`src/bgd_pkg.sv`:
```
// Package with constants and types of the buck gate drive logic.
//
// Summary of operation
// - Synchronous mode: pulse high drives high side only.
// - Synchronous mode: pulse low, low side if enabled.
// - Synchronous mode: confirm driven gate off before opposite turns on.
// - Independent mode: high side follows pulse input directly.
// - Independent mode: low side follows rectifier enable.
// - Rectifier enable low holds low side off.
// - Synchronous mode: rectifier enable high lets pulse govern low side.
// - Mid-level pulse past hold-off: both gates off.
// - Shutdown overrides mode select and rectifier enable.
// - Fault ends current cycle at once, raises flag.
// - Gate supply undervoltage: no pulses, flag held high.
package bgd_pkg;

	localparam int          BGD_CLK_PERIOD_NS = 50;
	localparam int          BGD_HOLDOFF_NS    = 250;
	localparam int          BGD_DEAD_NS       = 50;
	localparam int          BGD_HOLD_CYC      = (BGD_HOLDOFF_NS + BGD_CLK_PERIOD_NS - 1) /
	                                            BGD_CLK_PERIOD_NS;
	localparam int          BGD_DEAD_CYC      = (BGD_DEAD_NS + BGD_CLK_PERIOD_NS - 1) /
	                                            BGD_CLK_PERIOD_NS;

	localparam int          BGD_ADDR_W        = 8;
	localparam logic [7:0]  BGD_OFF_CTRL      = 8'h00;
	localparam logic [7:0]  BGD_OFF_STATUS    = 8'h04;
	localparam logic [7:0]  BGD_OFF_INT_STAT  = 8'h08;
	localparam logic [7:0]  BGD_OFF_INT_MASK  = 8'h0c;

	localparam int          BGD_CTRL_EN_BIT   = 0;
	localparam logic        BGD_CTRL_RESET    = 1'b1;
	localparam logic [2:0]  BGD_INT_RESET     = 3'h0;

	typedef enum logic [2:0] {
		ST_IDLE    = 3'b000,
		ST_HS_ON   = 3'b001,
		ST_HS_WAIT = 3'b010,
		ST_LS_ON   = 3'b011,
		ST_LS_WAIT = 3'b100
	} bgd_state_t;

	typedef struct packed {
		logic hs;
		logic ls;
	} bgd_gate_t;

	typedef struct packed {
		logic uvlo;
		logic tristate;
		logic fault;
	} bgd_irq_t;

	typedef struct packed {
		logic [20:0] zero;
		bgd_state_t  state;
		logic        mode_sync;
		logic        uvlo;
		logic        fault;
		logic        tristate;
		logic        ls;
		logic        hs;
		logic        drive_en;
		logic        mid_level;
	} bgd_status_t;

endpackage : bgd_pkg

```
`src/bgd_tristate_detect.sv`:
```
// Mid-level hold-off detector for the pulse-width input.
`timescale 1ns/1ps
module bgd_tristate_detect import bgd_pkg::*; #(
	parameter int HOLD_CYC = BGD_HOLD_CYC
) (
	// Clock and reset
	input  wire logic pclk,
	input  wire logic presetn,
	// Pulse input qualifiers
	input  wire logic mid_level,
	input  wire logic pwm_in,
	// Shutdown state
	output logic      tristate
);

	localparam int CNT_W = $clog2(HOLD_CYC + 1);
	localparam logic [CNT_W-1:0] CNT_MAX = CNT_W'(HOLD_CYC);

	logic [CNT_W-1:0] cnt;

	// The hold-off needs at least one cycle.
	if (HOLD_CYC < 1) begin : g_hold_check
		$error("HOLD_CYC must be at least one");
	end

	always_ff @(posedge pclk or negedge presetn) begin
		if (!presetn)
			cnt <= '0;
		else if (!mid_level || tristate)
			cnt <= '0;
		else if (cnt != CNT_MAX)
			cnt <= cnt + 1'b1;
	end

	// Shutdown is left only once the controller drives a clean low.
	always_ff @(posedge pclk or negedge presetn) begin
		if (!presetn)
			tristate <= 1'b0;
		else if (!tristate && mid_level && cnt == CNT_MAX)
			tristate <= 1'b1;
		else if (tristate && !mid_level && !pwm_in)
			tristate <= 1'b0;
	end

	chk_tristate_holdoff: assert property (@(posedge pclk) disable iff (!presetn)
		$rose(tristate) |-> $past(mid_level) && $past(cnt) == CNT_MAX)
		else $error("Shutdown entered without full mid-level hold-off.");

endmodule : bgd_tristate_detect

```
`src/bgd_gate_drive.sv`:
```
// Top of the buck gate drive logic with its APB register file.
`timescale 1ns/1ps
module bgd_gate_drive import bgd_pkg::*; #(
	parameter int HOLD_CYC = BGD_HOLD_CYC,
	parameter int DEAD_CYC = BGD_DEAD_CYC
) (
	// Clock and reset
	input  wire logic                  pclk,
	input  wire logic                  presetn,
	// APB slave
	input  wire logic                  psel,
	input  wire logic                  penable,
	input  wire logic                  pwrite,
	input  wire logic [BGD_ADDR_W-1:0] paddr,
	input  wire logic [31:0]           pwdata,
	output logic      [31:0]           prdata,
	output logic                       pready,
	output logic                       pslverr,
	// Controller inputs
	input  wire logic                  pwm_in,
	input  wire logic                  pwm_mid_level,
	input  wire logic                  sync_rect_enable,
	input  wire logic                  drive_mode_select,
	// Protection and gate feedback
	input  wire logic                  fault_detect,
	input  wire logic                  gate_supply_low,
	input  wire logic                  high_side_gate_off_sense,
	input  wire logic                  low_side_gate_off_sense,
	// Gate commands and flags
	output logic                       high_side_gate,
	output logic                       low_side_gate,
	output logic                       fault_flag,
	output logic                       irq
);

	localparam int DT_W = $clog2(DEAD_CYC + 1);
	localparam logic [DT_W-1:0] DT_MAX = DT_W'(DEAD_CYC);

	// The dead-time wait needs at least one cycle.
	if (DEAD_CYC < 1) begin : g_dead_check
		$error("DEAD_CYC must be at least one");
	end

	function automatic logic reg_hit(input logic [BGD_ADDR_W-1:0] addr,
	                                 input logic [7:0] off);
		reg_hit = (addr == off);
	endfunction : reg_hit

	bgd_state_t  state;
	bgd_state_t  next_state;
	bgd_gate_t   next_gate;
	bgd_irq_t    int_stat;
	bgd_irq_t    int_mask;
	bgd_irq_t    events;
	bgd_irq_t    next_int_stat;
	bgd_status_t status_word;
	logic [DT_W-1:0] dt_cnt;
	logic        dt_done;
	logic        drive_en;
	logic        tristate;
	logic        tristate_q;
	logic        uvlo_q;
	logic        fault_latch;
	logic        next_fault_latch;
	logic        trunc;
	logic        pwm_eff;
	logic        block;
	logic        setup_done;
	logic        access;
	logic        mapped;
	logic [31:0] read_value;

	bgd_tristate_detect #(
		.HOLD_CYC (HOLD_CYC)
	) u_tristate (
		.pclk      (pclk),
		.presetn   (presetn),
		.mid_level (pwm_mid_level),
		.pwm_in    (pwm_in),
		.tristate  (tristate)
	);

	// A fault cuts the high-side pulse at once and keeps it cut until the
	// controller ends the cycle by taking the pulse input low.
	always_comb begin
		next_fault_latch = fault_latch;
		if (fault_detect)
			next_fault_latch = 1'b1;
		else if (!pwm_in)
			next_fault_latch = 1'b0;
	end

	always_ff @(posedge pclk or negedge presetn) begin
		if (!presetn)
			fault_latch <= 1'b0;
		else
			fault_latch <= next_fault_latch;
	end

	assign trunc   = fault_detect | fault_latch;
	assign pwm_eff = pwm_in & ~trunc;
	assign block   = tristate | gate_supply_low | ~drive_en;

	always_ff @(posedge pclk or negedge presetn) begin
		if (!presetn)
			fault_flag <= 1'b0;
		else
			fault_flag <= next_fault_latch | gate_supply_low;
	end

	// Dead-time counter runs only while waiting for a gate to be seen off.
	always_ff @(posedge pclk or negedge presetn) begin
		if (!presetn)
			dt_cnt <= '0;
		else if (state != ST_HS_WAIT && state != ST_LS_WAIT)
			dt_cnt <= '0;
		else if (!dt_done)
			dt_cnt <= dt_cnt + 1'b1;
	end

	assign dt_done = (dt_cnt == DT_MAX);

	always_comb begin
		next_state = state;
		case (state)
			ST_IDLE: begin
				if (!block && drive_mode_select) begin
					if (pwm_eff && low_side_gate_off_sense)
						next_state = ST_HS_ON;
					else if (!pwm_eff && sync_rect_enable && high_side_gate_off_sense)
						next_state = ST_LS_ON;
				end
			end
			ST_HS_ON: begin
				if (block || !drive_mode_select || !pwm_eff)
					next_state = ST_HS_WAIT;
			end
			ST_HS_WAIT: begin
				if (high_side_gate_off_sense && dt_done)
					next_state = ST_IDLE;
			end
			ST_LS_ON: begin
				if (block || !drive_mode_select || pwm_eff || !sync_rect_enable)
					next_state = ST_LS_WAIT;
			end
			ST_LS_WAIT: begin
				if (low_side_gate_off_sense && dt_done)
					next_state = ST_IDLE;
			end
			default: begin
				next_state = ST_IDLE;
			end
		endcase
	end

	always_ff @(posedge pclk or negedge presetn) begin
		if (!presetn)
			state <= ST_IDLE;
		else
			state <= next_state;
	end

	// Gate commands come from the state machine in synchronous mode and
	// straight from the inputs in independent mode.
	always_comb begin
		next_gate = '0;
		if (drive_mode_select) begin
			next_gate.hs = (next_state == ST_HS_ON);
			next_gate.ls = (next_state == ST_LS_ON);
		end else begin
			next_gate.hs = pwm_eff & ~block;
			next_gate.ls = sync_rect_enable & ~block;
		end
	end

	always_ff @(posedge pclk or negedge presetn) begin
		if (!presetn) begin
			high_side_gate <= 1'b0;
			low_side_gate  <= 1'b0;
		end else begin
			high_side_gate <= next_gate.hs;
			low_side_gate  <= next_gate.ls;
		end
	end

	// Interrupt event sources.
	always_ff @(posedge pclk or negedge presetn) begin
		if (!presetn) begin
			tristate_q <= 1'b0;
			uvlo_q     <= 1'b0;
		end else begin
			tristate_q <= tristate;
			uvlo_q     <= gate_supply_low;
		end
	end

	assign events.fault    = fault_detect & ~fault_latch;
	assign events.tristate = tristate & ~tristate_q;
	assign events.uvlo     = gate_supply_low & ~uvlo_q;

	// APB: one wait state, pready is a one-cycle pulse.
	assign setup_done = psel & penable & ~pready;
	assign access     = psel & penable & pready;
	assign mapped     = reg_hit(paddr, BGD_OFF_CTRL) | reg_hit(paddr, BGD_OFF_STATUS) |
	                    reg_hit(paddr, BGD_OFF_INT_STAT) | reg_hit(paddr, BGD_OFF_INT_MASK);

	// A new event wins over a write-one-to-clear in the same cycle.
	always_comb begin
		next_int_stat = int_stat | events;
		if (access && pwrite && reg_hit(paddr, BGD_OFF_INT_STAT))
			next_int_stat = (int_stat & ~bgd_irq_t'(pwdata[2:0])) | events;
	end

	always_ff @(posedge pclk or negedge presetn) begin
		if (!presetn)
			int_stat <= BGD_INT_RESET;
		else
			int_stat <= next_int_stat;
	end

	always_ff @(posedge pclk or negedge presetn) begin
		if (!presetn)
			irq <= 1'b0;
		else
			irq <= |(next_int_stat & int_mask);
	end

	always_ff @(posedge pclk or negedge presetn) begin
		if (!presetn) begin
			drive_en <= BGD_CTRL_RESET;
			int_mask <= BGD_INT_RESET;
		end else if (access && pwrite) begin
			if (reg_hit(paddr, BGD_OFF_CTRL))
				drive_en <= pwdata[BGD_CTRL_EN_BIT];
			else if (reg_hit(paddr, BGD_OFF_INT_MASK))
				int_mask <= bgd_irq_t'(pwdata[2:0]);
		end
	end

	always_comb begin
		status_word           = '0;
		status_word.state     = state;
		status_word.mode_sync = drive_mode_select;
		status_word.uvlo      = gate_supply_low;
		status_word.fault     = fault_flag;
		status_word.tristate  = tristate;
		status_word.ls        = low_side_gate;
		status_word.hs        = high_side_gate;
		status_word.drive_en  = drive_en;
		status_word.mid_level = pwm_mid_level;
	end

	always_comb begin
		read_value = '0;
		if (reg_hit(paddr, BGD_OFF_CTRL))
			read_value = {31'h0, drive_en};
		else if (reg_hit(paddr, BGD_OFF_STATUS))
			read_value = status_word;
		else if (reg_hit(paddr, BGD_OFF_INT_STAT))
			read_value = {29'h0, int_stat};
		else if (reg_hit(paddr, BGD_OFF_INT_MASK))
			read_value = {29'h0, int_mask};
	end

	always_ff @(posedge pclk or negedge presetn) begin
		if (!presetn) begin
			pready  <= 1'b0;
			pslverr <= 1'b0;
			prdata  <= '0;
		end else begin
			pready  <= setup_done;
			pslverr <= setup_done & ~mapped;
			prdata  <= (setup_done && !pwrite) ? read_value : 32'h0;
		end
	end

	chk_no_overlap: assert property (@(posedge pclk) disable iff (!presetn)
		drive_mode_select |-> !(high_side_gate && low_side_gate))
		else $error("Both gates on in synchronous mode.");

	chk_sync_hs_pulse: assert property (@(posedge pclk) disable iff (!presetn)
		(drive_mode_select && high_side_gate) |-> $past(pwm_eff) && !low_side_gate)
		else $error("High side on without a pulse.");

	chk_sync_ls_pulse: assert property (@(posedge pclk) disable iff (!presetn)
		(drive_mode_select && low_side_gate) |-> !$past(pwm_eff) && !high_side_gate)
		else $error("Low side on while pulse high.");

	chk_sync_ls_hold: assert property (@(posedge pclk) disable iff (!presetn)
		$past(drive_mode_select && !sync_rect_enable) |-> !low_side_gate)
		else $error("Low side on with rectifier disabled.");

	chk_sync_ls_enable: assert property (@(posedge pclk) disable iff (!presetn)
		(presetn && state == ST_IDLE && drive_mode_select && sync_rect_enable && !pwm_eff &&
		 high_side_gate_off_sense && !block) |=> low_side_gate)
		else $error("Low side did not switch on when enabled.");

	chk_indep_hs_follow: assert property (@(posedge pclk) disable iff (!presetn)
		$past(presetn && !drive_mode_select && !block) |-> high_side_gate == $past(pwm_eff))
		else $error("High side does not follow pulse in independent mode.");

	chk_indep_ls_follow: assert property (@(posedge pclk) disable iff (!presetn)
		$past(presetn && !drive_mode_select && !block) |->
		low_side_gate == $past(sync_rect_enable))
		else $error("Low side does not follow enable in independent mode.");

	chk_shutdown_off: assert property (@(posedge pclk) disable iff (!presetn)
		tristate |=> !high_side_gate && !low_side_gate)
		else $error("Gate on during shutdown.");

	chk_fault_cut: assert property (@(posedge pclk) disable iff (!presetn)
		fault_detect |=> !high_side_gate && fault_flag)
		else $error("Fault did not end the cycle.");

	chk_uvlo_hold: assert property (@(posedge pclk) disable iff (!presetn)
		gate_supply_low |=> fault_flag && !high_side_gate && !low_side_gate)
		else $error("Gate pulse or no flag under undervoltage.");

	chk_apb_ready_pulse: assert property (@(posedge pclk) disable iff (!presetn)
		(psel && penable && !pready) |=> pready ##1 !pready)
		else $error("APB ready not a single pulse after one wait.");

endmodule : bgd_gate_drive

```
`config.mk`:
```
export PLATFORM = sky130hd
export DESIGN_NAME = bgd_gate_drive
export DESIGN_NICKNAME = d
export VERILOG_FILES = /design/src/bgd_pkg.sv /design/src/bgd_tristate_detect.sv /design/src/bgd_gate_drive.sv
export SDC_FILE = /design/constraint.sdc
export NUM_CORES = 1
export LEC_CHECK = 0
export ABC_AREA = 1
export BUFFER_PORTS_ARGS = -buffer_cell sky130_fd_sc_hd__buf_4
export CORE_MARGIN = 4
export CORE_UTILIZATION = 50
export CTS_CLUSTER_SIZE = 10
export DETAILED_ROUTE_END_ITERATION = 12
export GPL_TIMING_DRIVEN = 0
export PLACE_DENSITY = 0.88
export SLEW_MARGIN = 10
export SYNTH_ARGS = -nofsm -noshare
export SYNTH_HDL_FRONTEND = slang
export SYNTH_HIERARCHICAL = 1
export SYNTH_SLANG_ARGS = --single-unit
```
`constraint.sdc`:
```
create_clock -name pclk -period 2.7 [get_ports pclk]
set_input_delay 0.54 -clock pclk [delete_from_list [all_inputs] [get_ports pclk]]
set_output_delay 0.54 -clock pclk [all_outputs]
set_load 0.01 [all_outputs]
```
# Word level (Yosys, flattened, before mapping)
# Index checks and enable logic that the tools add are counted.
# totals
output_inout_bits,38
input_bits,53
wordCells,124
register_bits,56
# op_classes
bitwise_logic,31
mux,23
addsub,2
n_eq_ne,13
reduce_logical,34
# ops
operator,count
2-to-1 mux 3 bit,12
2-to-1 mux 32 bit,1
2-to-1 mux 11 bit,2
"equality test 8 x 4 -> 1 bit, second input constant",2
one-hot mux 3 bit (5 select lines),1
logical AND 1 bit,14
bitwise AND 1 bit,10
"equality test 3 x 2 -> 1 bit, second input constant",3
NOT 1 bit,9
"equality test 8 x 3 -> 1 bit, second input constant",1
zero test 1 bit,8
zero test 8 bit,1
OR 1 bit,7
bitwise AND 3 bit,2
"equality test 3 x 1 -> 1 bit, second input constant",2
"equality test 3 bit, second input constant",2
2-to-1 mux 1 bit,6
"inequality test 3 bit, second input constant",2
OR 3 bit,2
logical OR 1 bit,5
nonzero test 2 bit,2
"adder 3 x 1 -> 3 bit, second input constant",1
zero test 3 bit,1
"inequality test 3 x 2 -> 1 bit, second input constant",1
other kinds (6),6

# Logic depth before layout (Yosys ltp)
# Gate-level depths: netlist (run 1).
# logic_depth
word_depth,12
ltp_mapped,8
mapped_depth_nobuf,8

# Cells and area by module
# The synthesis (run 1) kept the hierarchy.
# by_module_without_submodules
mod,n_inst,area_each_um2,seq_area_each_um2,cells_each
bgd_gate_drive,1,1747.9,777.0,195
bgd_tristate_detect,1,222.7,100.1,28

# Worst setup path before layout (run 1)
# Ideal clock, no wire load.
# synth_timing
kind,input -> register
startpoint,input paddr[7]
endpoint,register int_mask[0] (netlist name)
path_buffers,0
setup_time_ps,117
arrival_ps,1258
slack_ps,1325
stages,8
t_required_ps,2583
path_cell_list,nor2_2 -> nand2_2 -> clkinv_4 -> nand3_4 -> nor3_4 -> nand2_1 -> o21ai_1 -> inv_1
# synth_between
elab_chain_cells,3
word_cells_on_any_way,4
classes_between,1 x eq/ne; 1 x bitwise; 2 x reduce/logical
# synth_rtl
element,line,text
from (decl),bgd_gate_drive.sv:14,"input wire logic [BGD_ADDR_W-1:0] paddr,"
zero test 8 bit,bgd_gate_drive.sv:46,reg_hit = (addr == off);
NOT 1 bit (no line),-,
AND reduction 3 bit (no line) (*),-,
to (signal assigned),bgd_gate_drive.sv:236,int_mask <= bgd_irq_t'(pwdata[2:0]);
to (decl),bgd_gate_drive.sv:53,bgd_irq_t int_mask;
# Every way passes the cells marked *; elsewhere a longest branch is shown, timed or not.
# A chain may end at the register's enable or synchronous reset.

# Worst setup path after layout (run 1)
# layout_timing
startpoint,register pready
endpoint,output pready
# layout_lines
element,line,text
from (decl),bgd_gate_drive.sv:17,"output logic pready,"
from (signal assigned),bgd_gate_drive.sv:271,pready <= setup_done;
# No word-level cell between the ends.

==> results.py, run 1 <==
metrics = {
    "global_routing": {
        "grt_pass1_vias": 1563,
        "grt.total_usage_pct": 17.7,
        "grt_antenna_before_repair": 0,
        "grt-ovfl-total": 0,
        "grt_max_degree": 36,
        "grt_pass1_wl_um": 6950,
    },
    "die": {
        "die_x_um": 70.8,
        "ios": 91,
        "die_h_um": 70.8,
        "initial_core_util_pct": 52.6,
        "coreArea_mm2": 0.00374,
        "num_rows": 22,
        "die_area_mm2": 0.00501,
    },
    "setup_path": {
        "critical_path_arrival_ns": 0.88,
        "cp-start-kind": "register",
        "cp_cell_sequence": "buf_4",
        "required_ns": 2.16,
        "crit_path_top_delay_cell": "dfrtp_1",
        "cp-end-kind": "output port",
        "worst-path-buf-inv": 1,
        "critical_path_class": "register to output port",
        "path_max_fanout": 3,
        "crit_family": "flip-flops",
        "slowest_delay_ns": 0.43,
    },
    "synth": {
        "ys_async_sr_fraction_pct": 100,
        "synth_flop_cell": "dfrtp_1",
        "syn_area_mm2": 0.00197,
        "ys_seq_area_share_pct": 44.5,
        "postSynthCellCount": 223,
        "ys_ff_latch": 35,
        "synth.avg_cell_area_um2": 8.84,
        "synth_cell_types": 32,
        "yosysWarnings": 6,
        "synth-edff-count": 0,
    },
    "flow_run": {
        "max_cap_violations": 0,
    },
    "detailed_routing": {
        "first_pass_iters": 5,
        "ant_nets": 0,
        "wl_um": 4170,
        "vias": 1601,
        "wire_per_inst_um": 12.3,
        "vias_per_cell": 4.72,
        "drc": 0,
        "drt_iter0_drc": 70,
    },
    "clock_network": {
        "cts_made_buffers": 5,
        "clk_latency_ns": 0.28,
        "clk_path_buf_depth": 2,
        "cts_sinks": 35,
        "cts_tree": "built",
        "htreeDepth": 2,
        "cts_root_buffer": "clkbuf_8",
        "cts_setup_buffers": 0,
        "ctsResizeCount": 0,
        "cts_hold_buf": 0,
        "cts.clk_slew.worst_paths_ns": 0.07,
    },
    "placement": {
        "place_hpwl_um": 3180,
        "placed_area_mm2": 0.00241,
        "gp_congestion": 0.821,
        "portBuffers": 40,
    },
    "cells_and_area": {
        "fillers": 292,
        "final_common_cell": "buf_4",
        "regArea_um2": 877,
        "final_area_mm2": 0.00252,
        "syn_to_final_growth_pct": 28.1,
        "nNetsFinal": 345,
        "drive_gt1_share_pct": 38.1,
        "antenna-diode-count": 0,
        "final_cell_mix": "61 x buf_4, 38 x nand2_1, 34 x dfrtp_1",
        "multi_input_area_um2": 848,
    },
    "timing": {
        "rsz0062_at_grt": "no",
        "post-route-min-period_ns": 1.42,
        "finalSetupViolations": 0,
        "drv_slew": 0,
        "hold_violations": 0,
        "max_freq_ghz": 0.705,
        "fin_crit_sh_pct": 52.5,
        "setup_tns_ns": 0,
        "skew_ns": 0.00252,
    },
    "power_and_ir_drop": {
        "power.density_mw_per_mm2": 470,
        "leakagePower_nw": 1.41,
        "max-vdd-ir-drop_mv": 0.207,
        "finalPower_mw": 1.19,
    },
    "worst_hold_path": {
        "min_path_type": "input pin to asynchronous set/reset pin",
    },
    "run_status": {
        "status": "completed",
    },
}
[power by group]
part,switching [mW],internal [mW]
clock,0.183,0.299
sequential,0.0124,0.538
combinational,0.0871,0.0681
[kinds of logic after synthesis]
group | count (synthesis) | share of synthesized area [%]
buffers and inverters | 61 | 16.3
adder cells (fa/ha/maj) | 2 | 1.27
AO/OA/AOI/OAI | 18 | 4.64
AND/OR/NAND/NOR | 106 | 33.1
flip-flops | 35 | 44.5
other | 1 | 0.190
[layout make-up]
type,count,area share (%)
Tap cell,48,2.38
Clock inverter,2,1.39
Inverter,39,6.00
Timing Repair Buffer,40,11.9
Clock buffer,6,3.27
Multi-Input combinational cell,147,33.6
Sequential cell,35,34.8
Buffer,22,6.69
[metal layers]
metal	up-vias	global-route usage, %	share of wire [%]
met1	740	19.3	38
met2	54	31.6	53
met4	0	9.39	2.7
li1	793	-	-
met3	14	3.98	5.8
met5	-	0	0
[Yosys cell counts (3+ instances only)]
cell     count  area (um2)
inv_1       33         124
nor3b_2      3        37.5
nand3_1      8        40.0
inv_2        5        18.8
nor3_2       8        80.1
dfrtp_1     34         851
nor2_4       4        45.0
nand3_2      5        50.1
nand2_2      5        31.3
buf_4       21         158
nor2_1      17        63.8
o21ai_1      6        30.0
nor3_1       3        15.0
nand2_1     38         143
nand4_1      4        25.0
o21ai_0      9        45.0
[state kept, by name (all words and copies together), names as in the netlist, 3 cells and up]
name and flops:
int_mask 3, int_stat 3, state 3, u_tristate/cnt 3, prdata 11
[worst paths after layout]
check / startpoint / end / slack (ns) / depth (start not counted)
min reg2reg: fault_latch / fault_latch / 0.50 / 2
min: presetn / state[2] / 0.19 / 1
min in group pclk: gate_supply_low / uvlo_q / 0.40 / 1
max in group asynchronous: presetn / drive_en / 2.18 / 1
max reg2reg: drive_en / state[1] / 1.37 / 5
max: pready / pready / 1.28 / 1
[through the flow]
step / worst slack, ns / std cells / utilization (%) / hold slack (ns)
after global routing: 1.22 / 339 / 67.4 / 0.212
after detailed placement: 1.04 / 331 / 64.3 / 0.480
after floorplan: 1.33 / 243 / - / 0.244
after CTS: 1.28 / 339 / 67.4 / 0.203
final: 1.28 / 339 / 67.4 / 0.189
after global placement: 1.09 / 331 / 64.3 / 0.467
Note: power is estimated with default switching activity, not from simulation.
==> inputs of run 2 (changes only) <==
--- a/config.mk
+++ b/config.mk
@@ -8,11 +8,11 @@
 export ABC_AREA = 1
 export BUFFER_PORTS_ARGS = -buffer_cell sky130_fd_sc_hd__buf_4
 export CORE_MARGIN = 4
-export CORE_UTILIZATION = 50
+export CORE_UTILIZATION = 42
 export CTS_CLUSTER_SIZE = 10
 export DETAILED_ROUTE_END_ITERATION = 12
 export GPL_TIMING_DRIVEN = 0
-export PLACE_DENSITY = 0.88
+export PLACE_DENSITY = 0.79
 export SLEW_MARGIN = 10
 export SYNTH_ARGS = -nofsm -noshare
 export SYNTH_HDL_FRONTEND = slang
==> constraint.sdc (replaced) <==
create_clock -name pclk -period 1.3 [get_ports pclk]
set_input_delay 0.26 -clock pclk [delete_from_list [all_inputs] [get_ports pclk]]
set_output_delay 0.26 -clock pclk [all_outputs]
set_load 0.01 [all_outputs]
==> run 2 against run 1 <==
Critical path depth is 1 higher. Sequential share of layout area is 0.38 points lower. Wire length shrank 12%. Utilization down 9.9 points. Die area grew 17%. Register-to-register slack got worse by 1.3 ns. Critical path type unchanged. Largest power group unchanged. Highest routed layer unchanged.
==> results.py, run 2 (synthesis results as in run 1) <==
metrics = {
    "run_status": {
        "status": "completed",
    },
    "placement": {
        "place_hpwl_um": 2960,
        "placed_area_mm2": 0.00241,
        "preCtsSetupSlack_ns": -0.0549,
        "gp_congestion": 0.852,
        "portBuffers": 40,
    },
    "timing": {
        "post-route-min-period_ns": 1.23,
        "finalSetupViolations": 0,
        "skew_ns": 0.00590,
        "worst_slack_ns": 0.0728,
        "hold_violations": 0,
        "fin_crit_sh_pct": 94.4,
        "drv_slew": 0,
        "max_freq_ghz": 0.815,
    },
    "setup_path": {
        "critical_path_arrival_ns": 0.97,
        "reg2reg_depth": 6,
        "cp-start-kind": "register",
        "reg2reg_to": "low_side_gate",
        "cp_common_cell": "buf_4",
        "cp-end-kind": "output port",
        "rr_startpoint": "drive_en",
        "slowest_delay_ns": 0.40,
        "crit_family": "flip-flops",
        "crit_path_top_delay_cell": "dfrtp_1",
        "r2r_setup_slack_ns": 0.07,
        "required_ns": 1.04,
        "critical_path_class": "register to output port",
        "worst-path-buf-inv": 2,
        "cp_cell_sequence": "buf_4, buf_4",
        "path_max_fanout": 2,
    },
    "die": {
        "ios": 91,
        "num_rows": 24,
        "die_h_um": 76.5,
        "die_x_um": 76.5,
        "coreArea_mm2": 0.00444,
        "die_area_mm2": 0.00585,
        "initial_core_util_pct": 44.3,
    },
    "clock_network": {
        "clk_path_buf_depth": 2,
        "cts_root_buffer": "clkbuf_8",
        "cts.clk_slew.worst_paths_ns": 0.07,
        "cts_tree": "built",
        "clk_latency_ns": 0.28,
        "htreeDepth": 2,
        "cts_made_buffers": 5,
        "cts_sinks": 35,
    },
    "cells_and_area": {
        "final_area_mm2": 0.00255,
        "final_core_util_pct": 57.5,
        "syn_to_final_growth_pct": 29.7,
        "fillers": 381,
        "nNetsFinal": 351,
        "largest_reg_flops": 11,
        "final_cell_mix": "66 x buf_4, 37 x nand2_1, 33 x dfrtp_1",
        "top_register": "prdata",
        "drive_gt1_share_pct": 40.4,
        "antenna-diode-count": 0,
        "final_common_cell": "buf_4",
    },
    "power_and_ir_drop": {
        "finalPower_mw": 2.20,
        "leakagePower_nw": 1.42,
        "power.density_mw_per_mm2": 861,
        "max-vdd-ir-drop_mv": 0.351,
    },
    "detailed_routing": {
        "wl_um": 3660,
        "vias": 1532,
        "ant_nets": 0,
        "vias_per_cell": 4.39,
        "drc": 0,
        "first_pass_iters": 4,
        "wire_per_inst_um": 10.5,
        "drt_iter0_drc": 90,
    },
    "global_routing": {
        "grt_max_degree": 36,
        "grt_antenna_before_repair": 0,
        "grt.total_usage_pct": 13.5,
        "grt_pass1_wl_um": 6450,
        "grt-ovfl-total": 0,
        "grt_pass1_vias": 1487,
    },
    "worst_hold_path": {
        "holdCritStartpoint": "gate_supply_low",
        "hold_path_end": "uvlo_q",
        "min_path_cells": 1,
        "min_path_type": "input pin to register",
    },
    "flow_run": {
        "max_cap_violations": 0,
    },
}
[run 2: stage by stage]
| stage | TNS (ns) | hold slack, ns | cells |
|---|---|---|---|
| global placement | -0.0974 | 0.227 | 335 |
| CTS | 0 | 0.0969 | 345 |
| detailed placement | -0.182 | 0.236 | 335 |
| global route | -0.0305 | 0.107 | 349 |
| finish | 0 | 0.119 | 349 |
| floorplan | 0 | -0.0356 | 243 |
[run 2: worst register-to-register path, cell delays in order (launching register included)]
cell     delay [ns]
dfstp_2        0.54
inv_2          0.05
nor3_4         0.15
nand2_2        0.09
nor3_2         0.13
nand2_1        0.11
o21ai_1        0.09
[run 2: report_power, final]
part / internal, mW / switching, mW / leakage (nW) / total [mW]
Combinational: 0.147 / 0.180 / 0.917 / 0.326
Sequential: 1.12 / 0.0238 / 0.454 / 1.14
Clock: 0.366 / 0.366 / 0.0477 / 0.732
[run 2: area by class of cell]
| type | count | area [um2] | share of cell area [%] |
|---|---|---|---|
| buffer | 22 | 169 | 6.61 |
| clock buffer | 5 | 68.8 | 2.69 |
| clock inverter | 3 | 15.0 | 0.588 |
| inverter | 39 | 151 | 5.93 |
| multi-input combinational | 147 | 860 | 33.6 |
| sequential | 35 | 878 | 34.4 |
| tap | 52 | 65.1 | 2.55 |
| timing repair buffer | 46 | 348 | 13.6 |
[run 2: what timing repair did]
action | 4_1_cts | 5_1_grt
setup buffers | 1 | 4
pin swaps | 0 | 2
gates resized for setup | 1 | 5
hold buffers | 1 | 0
setup endpoints to repair | 2 | 6
endpoints found under the hold margin | 34 | 0
[run 2: metal layers]
metal,share of wire (%),vias up,global-route usage (%)
met5,0,-,0
met4,1.6,0,5.25
met3,6.1,6,3.31
li1,-,801,-
met1,42,677,16.2
met2,51,48,23.3
[run 2: worst max path at each step]
stage / cells past startpoint / from / to
after global placement: 9 / paddr[7] / int_mask[2]
after floorplan: 7 / pready / irq
final: 2 / pready / pready
after CTS: 6 / drive_en / low_side_gate
after detailed placement: 9 / paddr[7] / int_mask[0]
after global routing: 6 / drive_en / low_side_gate
==> inputs of run 3 (changes only) <==
--- a/config.mk
+++ b/config.mk
@@ -7,7 +7,7 @@
 export LEC_CHECK = 0
 export ABC_AREA = 1
 export BUFFER_PORTS_ARGS = -buffer_cell sky130_fd_sc_hd__buf_4
-export CORE_MARGIN = 4
+export CORE_MARGIN = 10
 export CORE_UTILIZATION = 42
 export CTS_CLUSTER_SIZE = 10
 export DETAILED_ROUTE_END_ITERATION = 12
==> run 3 against run 2 <==
Die area grew 34%. Global-route usage is 2.4 points lower. Sequential share of layout area shrank 0.63 points. Flip-flop and latch count unchanged. Clock skew up 0.0014 ns. Highest routed layer unchanged. Critical endpoint is now state[2]. Hold slack worse by 0.0019 ns. Count of clock-buffer cells in the layout increased by 1. Setup slack worse by 0.044 ns.
==> results.py, run 3 (synthesis results as in run 1) <==
metrics = {
    "power_and_ir_drop": {
        "combPwrFrac_pct": 13.4,
        "finalPower_mw": 2.48,
        "internal-power_mw": 1.88,
        "share_seq_of_total_power_pct": 46.1,
        "p_sw_share_pct": 23.9,
        "leakagePower_nw": 1.44,
        "power.density_mw_per_mm2": 953,
        "switchingPower_uw": 593,
        "clock_power_share_pct": 40.5,
        "max-vdd-ir-drop_mv": 0.361,
    },
    "setup_path": {
        "worst-path-buf-inv": 2,
        "rr_startpoint": "drive_en",
        "critical_path_class": "register to register",
        "crit_path_top_delay_cell": "dfstp_2",
        "r2r_setup_slack_ns": 0.03,
        "reg2reg_to": "state[2]",
        "path_max_fanout": 3,
        "cp-start-kind": "register",
        "reg2reg_depth": 6,
        "crit_family": "flip-flops",
        "cp-end-kind": "register",
        "required_ns": 1.48,
        "slowest_delay_ns": 0.55,
        "cp_cell_sequence": "inv_2, nor3_4, nand2_2, nor3_2, buf_4, o22ai_2",
        "critical_path_arrival_ns": 1.45,
    },
    "placement": {
        "portBuffers": 40,
        "dp.cells": 335,
        "place_hpwl_um": 3400,
        "gp_congestion": 0.854,
    },
    "global_routing": {
        "grt_pass1_wl_um": 6960,
        "grt_pass1_vias": 1604,
        "grt_max_degree": 36,
        "grt.total_usage_pct": 11.1,
        "grt-ovfl-total": 0,
        "grt_antenna_before_repair": 0,
    },
    "timing": {
        "drv_slew": 0,
        "post-route-min-period_ns": 1.27,
        "hold_violations": 0,
        "fin_crit_sh_pct": 97.8,
        "skew_ns": 0.00731,
        "finalSetupViolations": 0,
        "max_freq_ghz": 0.787,
        "rsz0062_at_grt": "yes",
    },
    "die": {
        "die_x_um": 88.5,
        "num_rows": 24,
        "initial_core_util_pct": 44.3,
        "die_area_mm2": 0.00783,
        "ios": 91,
        "coreArea_mm2": 0.00444,
        "die_h_um": 88.5,
    },
    "worst_hold_path": {
        "min_path_cells": 1,
        "min_path_type": "input pin to register",
        "holdCritStartpoint": "gate_supply_low",
        "hold_path_end": "uvlo_q",
    },
    "cells_and_area": {
        "syn_to_final_growth_pct": 31.9,
        "final_cell_mix": "67 x buf_4, 37 x nand2_1, 34 x dfrtp_1",
        "regArea_um2": 877,
        "antenna-diode-count": 0,
        "multi_input_area_um2": 863,
        "fillers": 385,
        "stdcell_count": 350,
        "largest_reg_flops": 11,
        "final_common_cell": "buf_4",
        "drive_gt1_share_pct": 40.3,
        "nNetsFinal": 352,
        "final_core_util_pct": 58.5,
        "top_register": "prdata",
    },
    "detailed_routing": {
        "drc": 0,
        "ant_nets": 0,
        "wl_um": 4230,
        "wire_per_inst_um": 12.1,
        "first_pass_iters": 4,
        "vias": 1559,
        "drt_iter0_drc": 66,
        "vias_per_cell": 4.45,
    },
    "flow_run": {
        "max_cap_violations": 0,
    },
    "run_status": {
        "status": "completed",
    },
    "clock_network": {
        "cts_tree": "built",
        "clk_latency_ns": 0.29,
        "htreeDepth": 2,
        "clk_path_buf_depth": 2,
        "cts_made_buffers": 5,
        "cts.clk_slew.worst_paths_ns": 0.07,
        "cts_sinks": 35,
        "cts_root_buffer": "clkbuf_8",
    },
}
-- run 3: cell count changes in the layout (fill, tap and decap cells not counted) --
| cell | previous run | this run |
|---|---|---|
| dfrtp_2 | 1 | 0 |
| o22ai_1 | 1 | 0 |
| bufinv_16 | 0 | 1 |
| dfrtp_1 | 33 | 34 |
| o22ai_2 | 0 | 1 |
| nor2_1 | 16 | 17 |
| clkinv_2 | 3 | 1 |
| clkbuf_8 | 5 | 6 |
| buf_4 | 66 | 67 |
| nor2_2 | 3 | 2 |
-- run 3: routing by layer --
metal	track usage (%)	wire, um	vias to the layer above
li1	-	-	803
met1	11.4	1630	711
met2	20.4	2260	38
met3	3.22	275	7
met4	4.99	73	0
met5	0	0	-
-- run 3: cell type report --
type                            count  area share (%)
Inverter                           39            5.83
Clock inverter                      2            1.35
Clock buffer                        6            3.18
Sequential cell                    35            33.8
Timing Repair Buffer               47            13.7
Tap cell                           52            2.50
Buffer                             22            6.50
Multi-Input combinational cell    147            33.2
-- run 3: timing repair --
| item | in CTS | in global routing |
|---|---|---|
| resized for setup | 2 | 3 |
| hold endpoints to repair | 34 | 0 |
| buffers inserted | 1 | 5 |
| pin swaps | 0 | 1 |
| hold buffers | 1 | 0 |
| endpoints found under the setup margin | 2 | 5 |
-- run 3: worst max path at each step --
| stage | startpoint | to | slack [ns] | cells past startpoint |
|---|---|---|---|---|
| 2_1_floorplan | pready | irq | 0.13 | 7 |
| 3_3_place_gp | paddr[7] | int_mask[2] | -0.03 | 9 |
| 3_5_place_dp | paddr[7] | int_mask[1] | -0.06 | 9 |
| 4_1_cts | drive_en | low_side_gate | 0.02 | 6 |
| 5_1_grt | drive_en | low_side_gate | -0.07 | 6 |
| 6_report | drive_en | state[2] | 0.03 | 6 |
-- run 3: worst reg2reg max path, delay by kind of cell (launching register included) --
family / cells / cell delay (ns)
compound gates: 1 / 0.04
buf+inv: 2 / 0.19
simple gates: 3 / 0.38
flops: 1 / 0.55
-- run 3: through the flow --
step / area [um2] / setup TNS [ns] / hold slack [ns] / worst slack (ns)
global route: 2600 / -0.206 / 0.112 / -0.0745
detailed placement: 2410 / -0.160 / 0.230 / -0.0624
finish: 2600 / 0 / 0.117 / 0.0288
floorplan: 2050 / 0 / -0.0356 / 0.134
global placement: 2410 / -0.0945 / 0.227 / -0.0329
CTS: 2550 / 0 / 0.112 / 0.0162
-- run 3: power groups by stage --
stage               Sequential, mW  Combinational, mW  Clock (mW)
detailed placement            1.16              0.320           0
global placement              1.16              0.311           0
floorplan                     1.16              0.195           0
CTS                           1.14              0.328        1.02
finish                        1.14              0.332        1.00
global route                  1.14              0.372        1.06
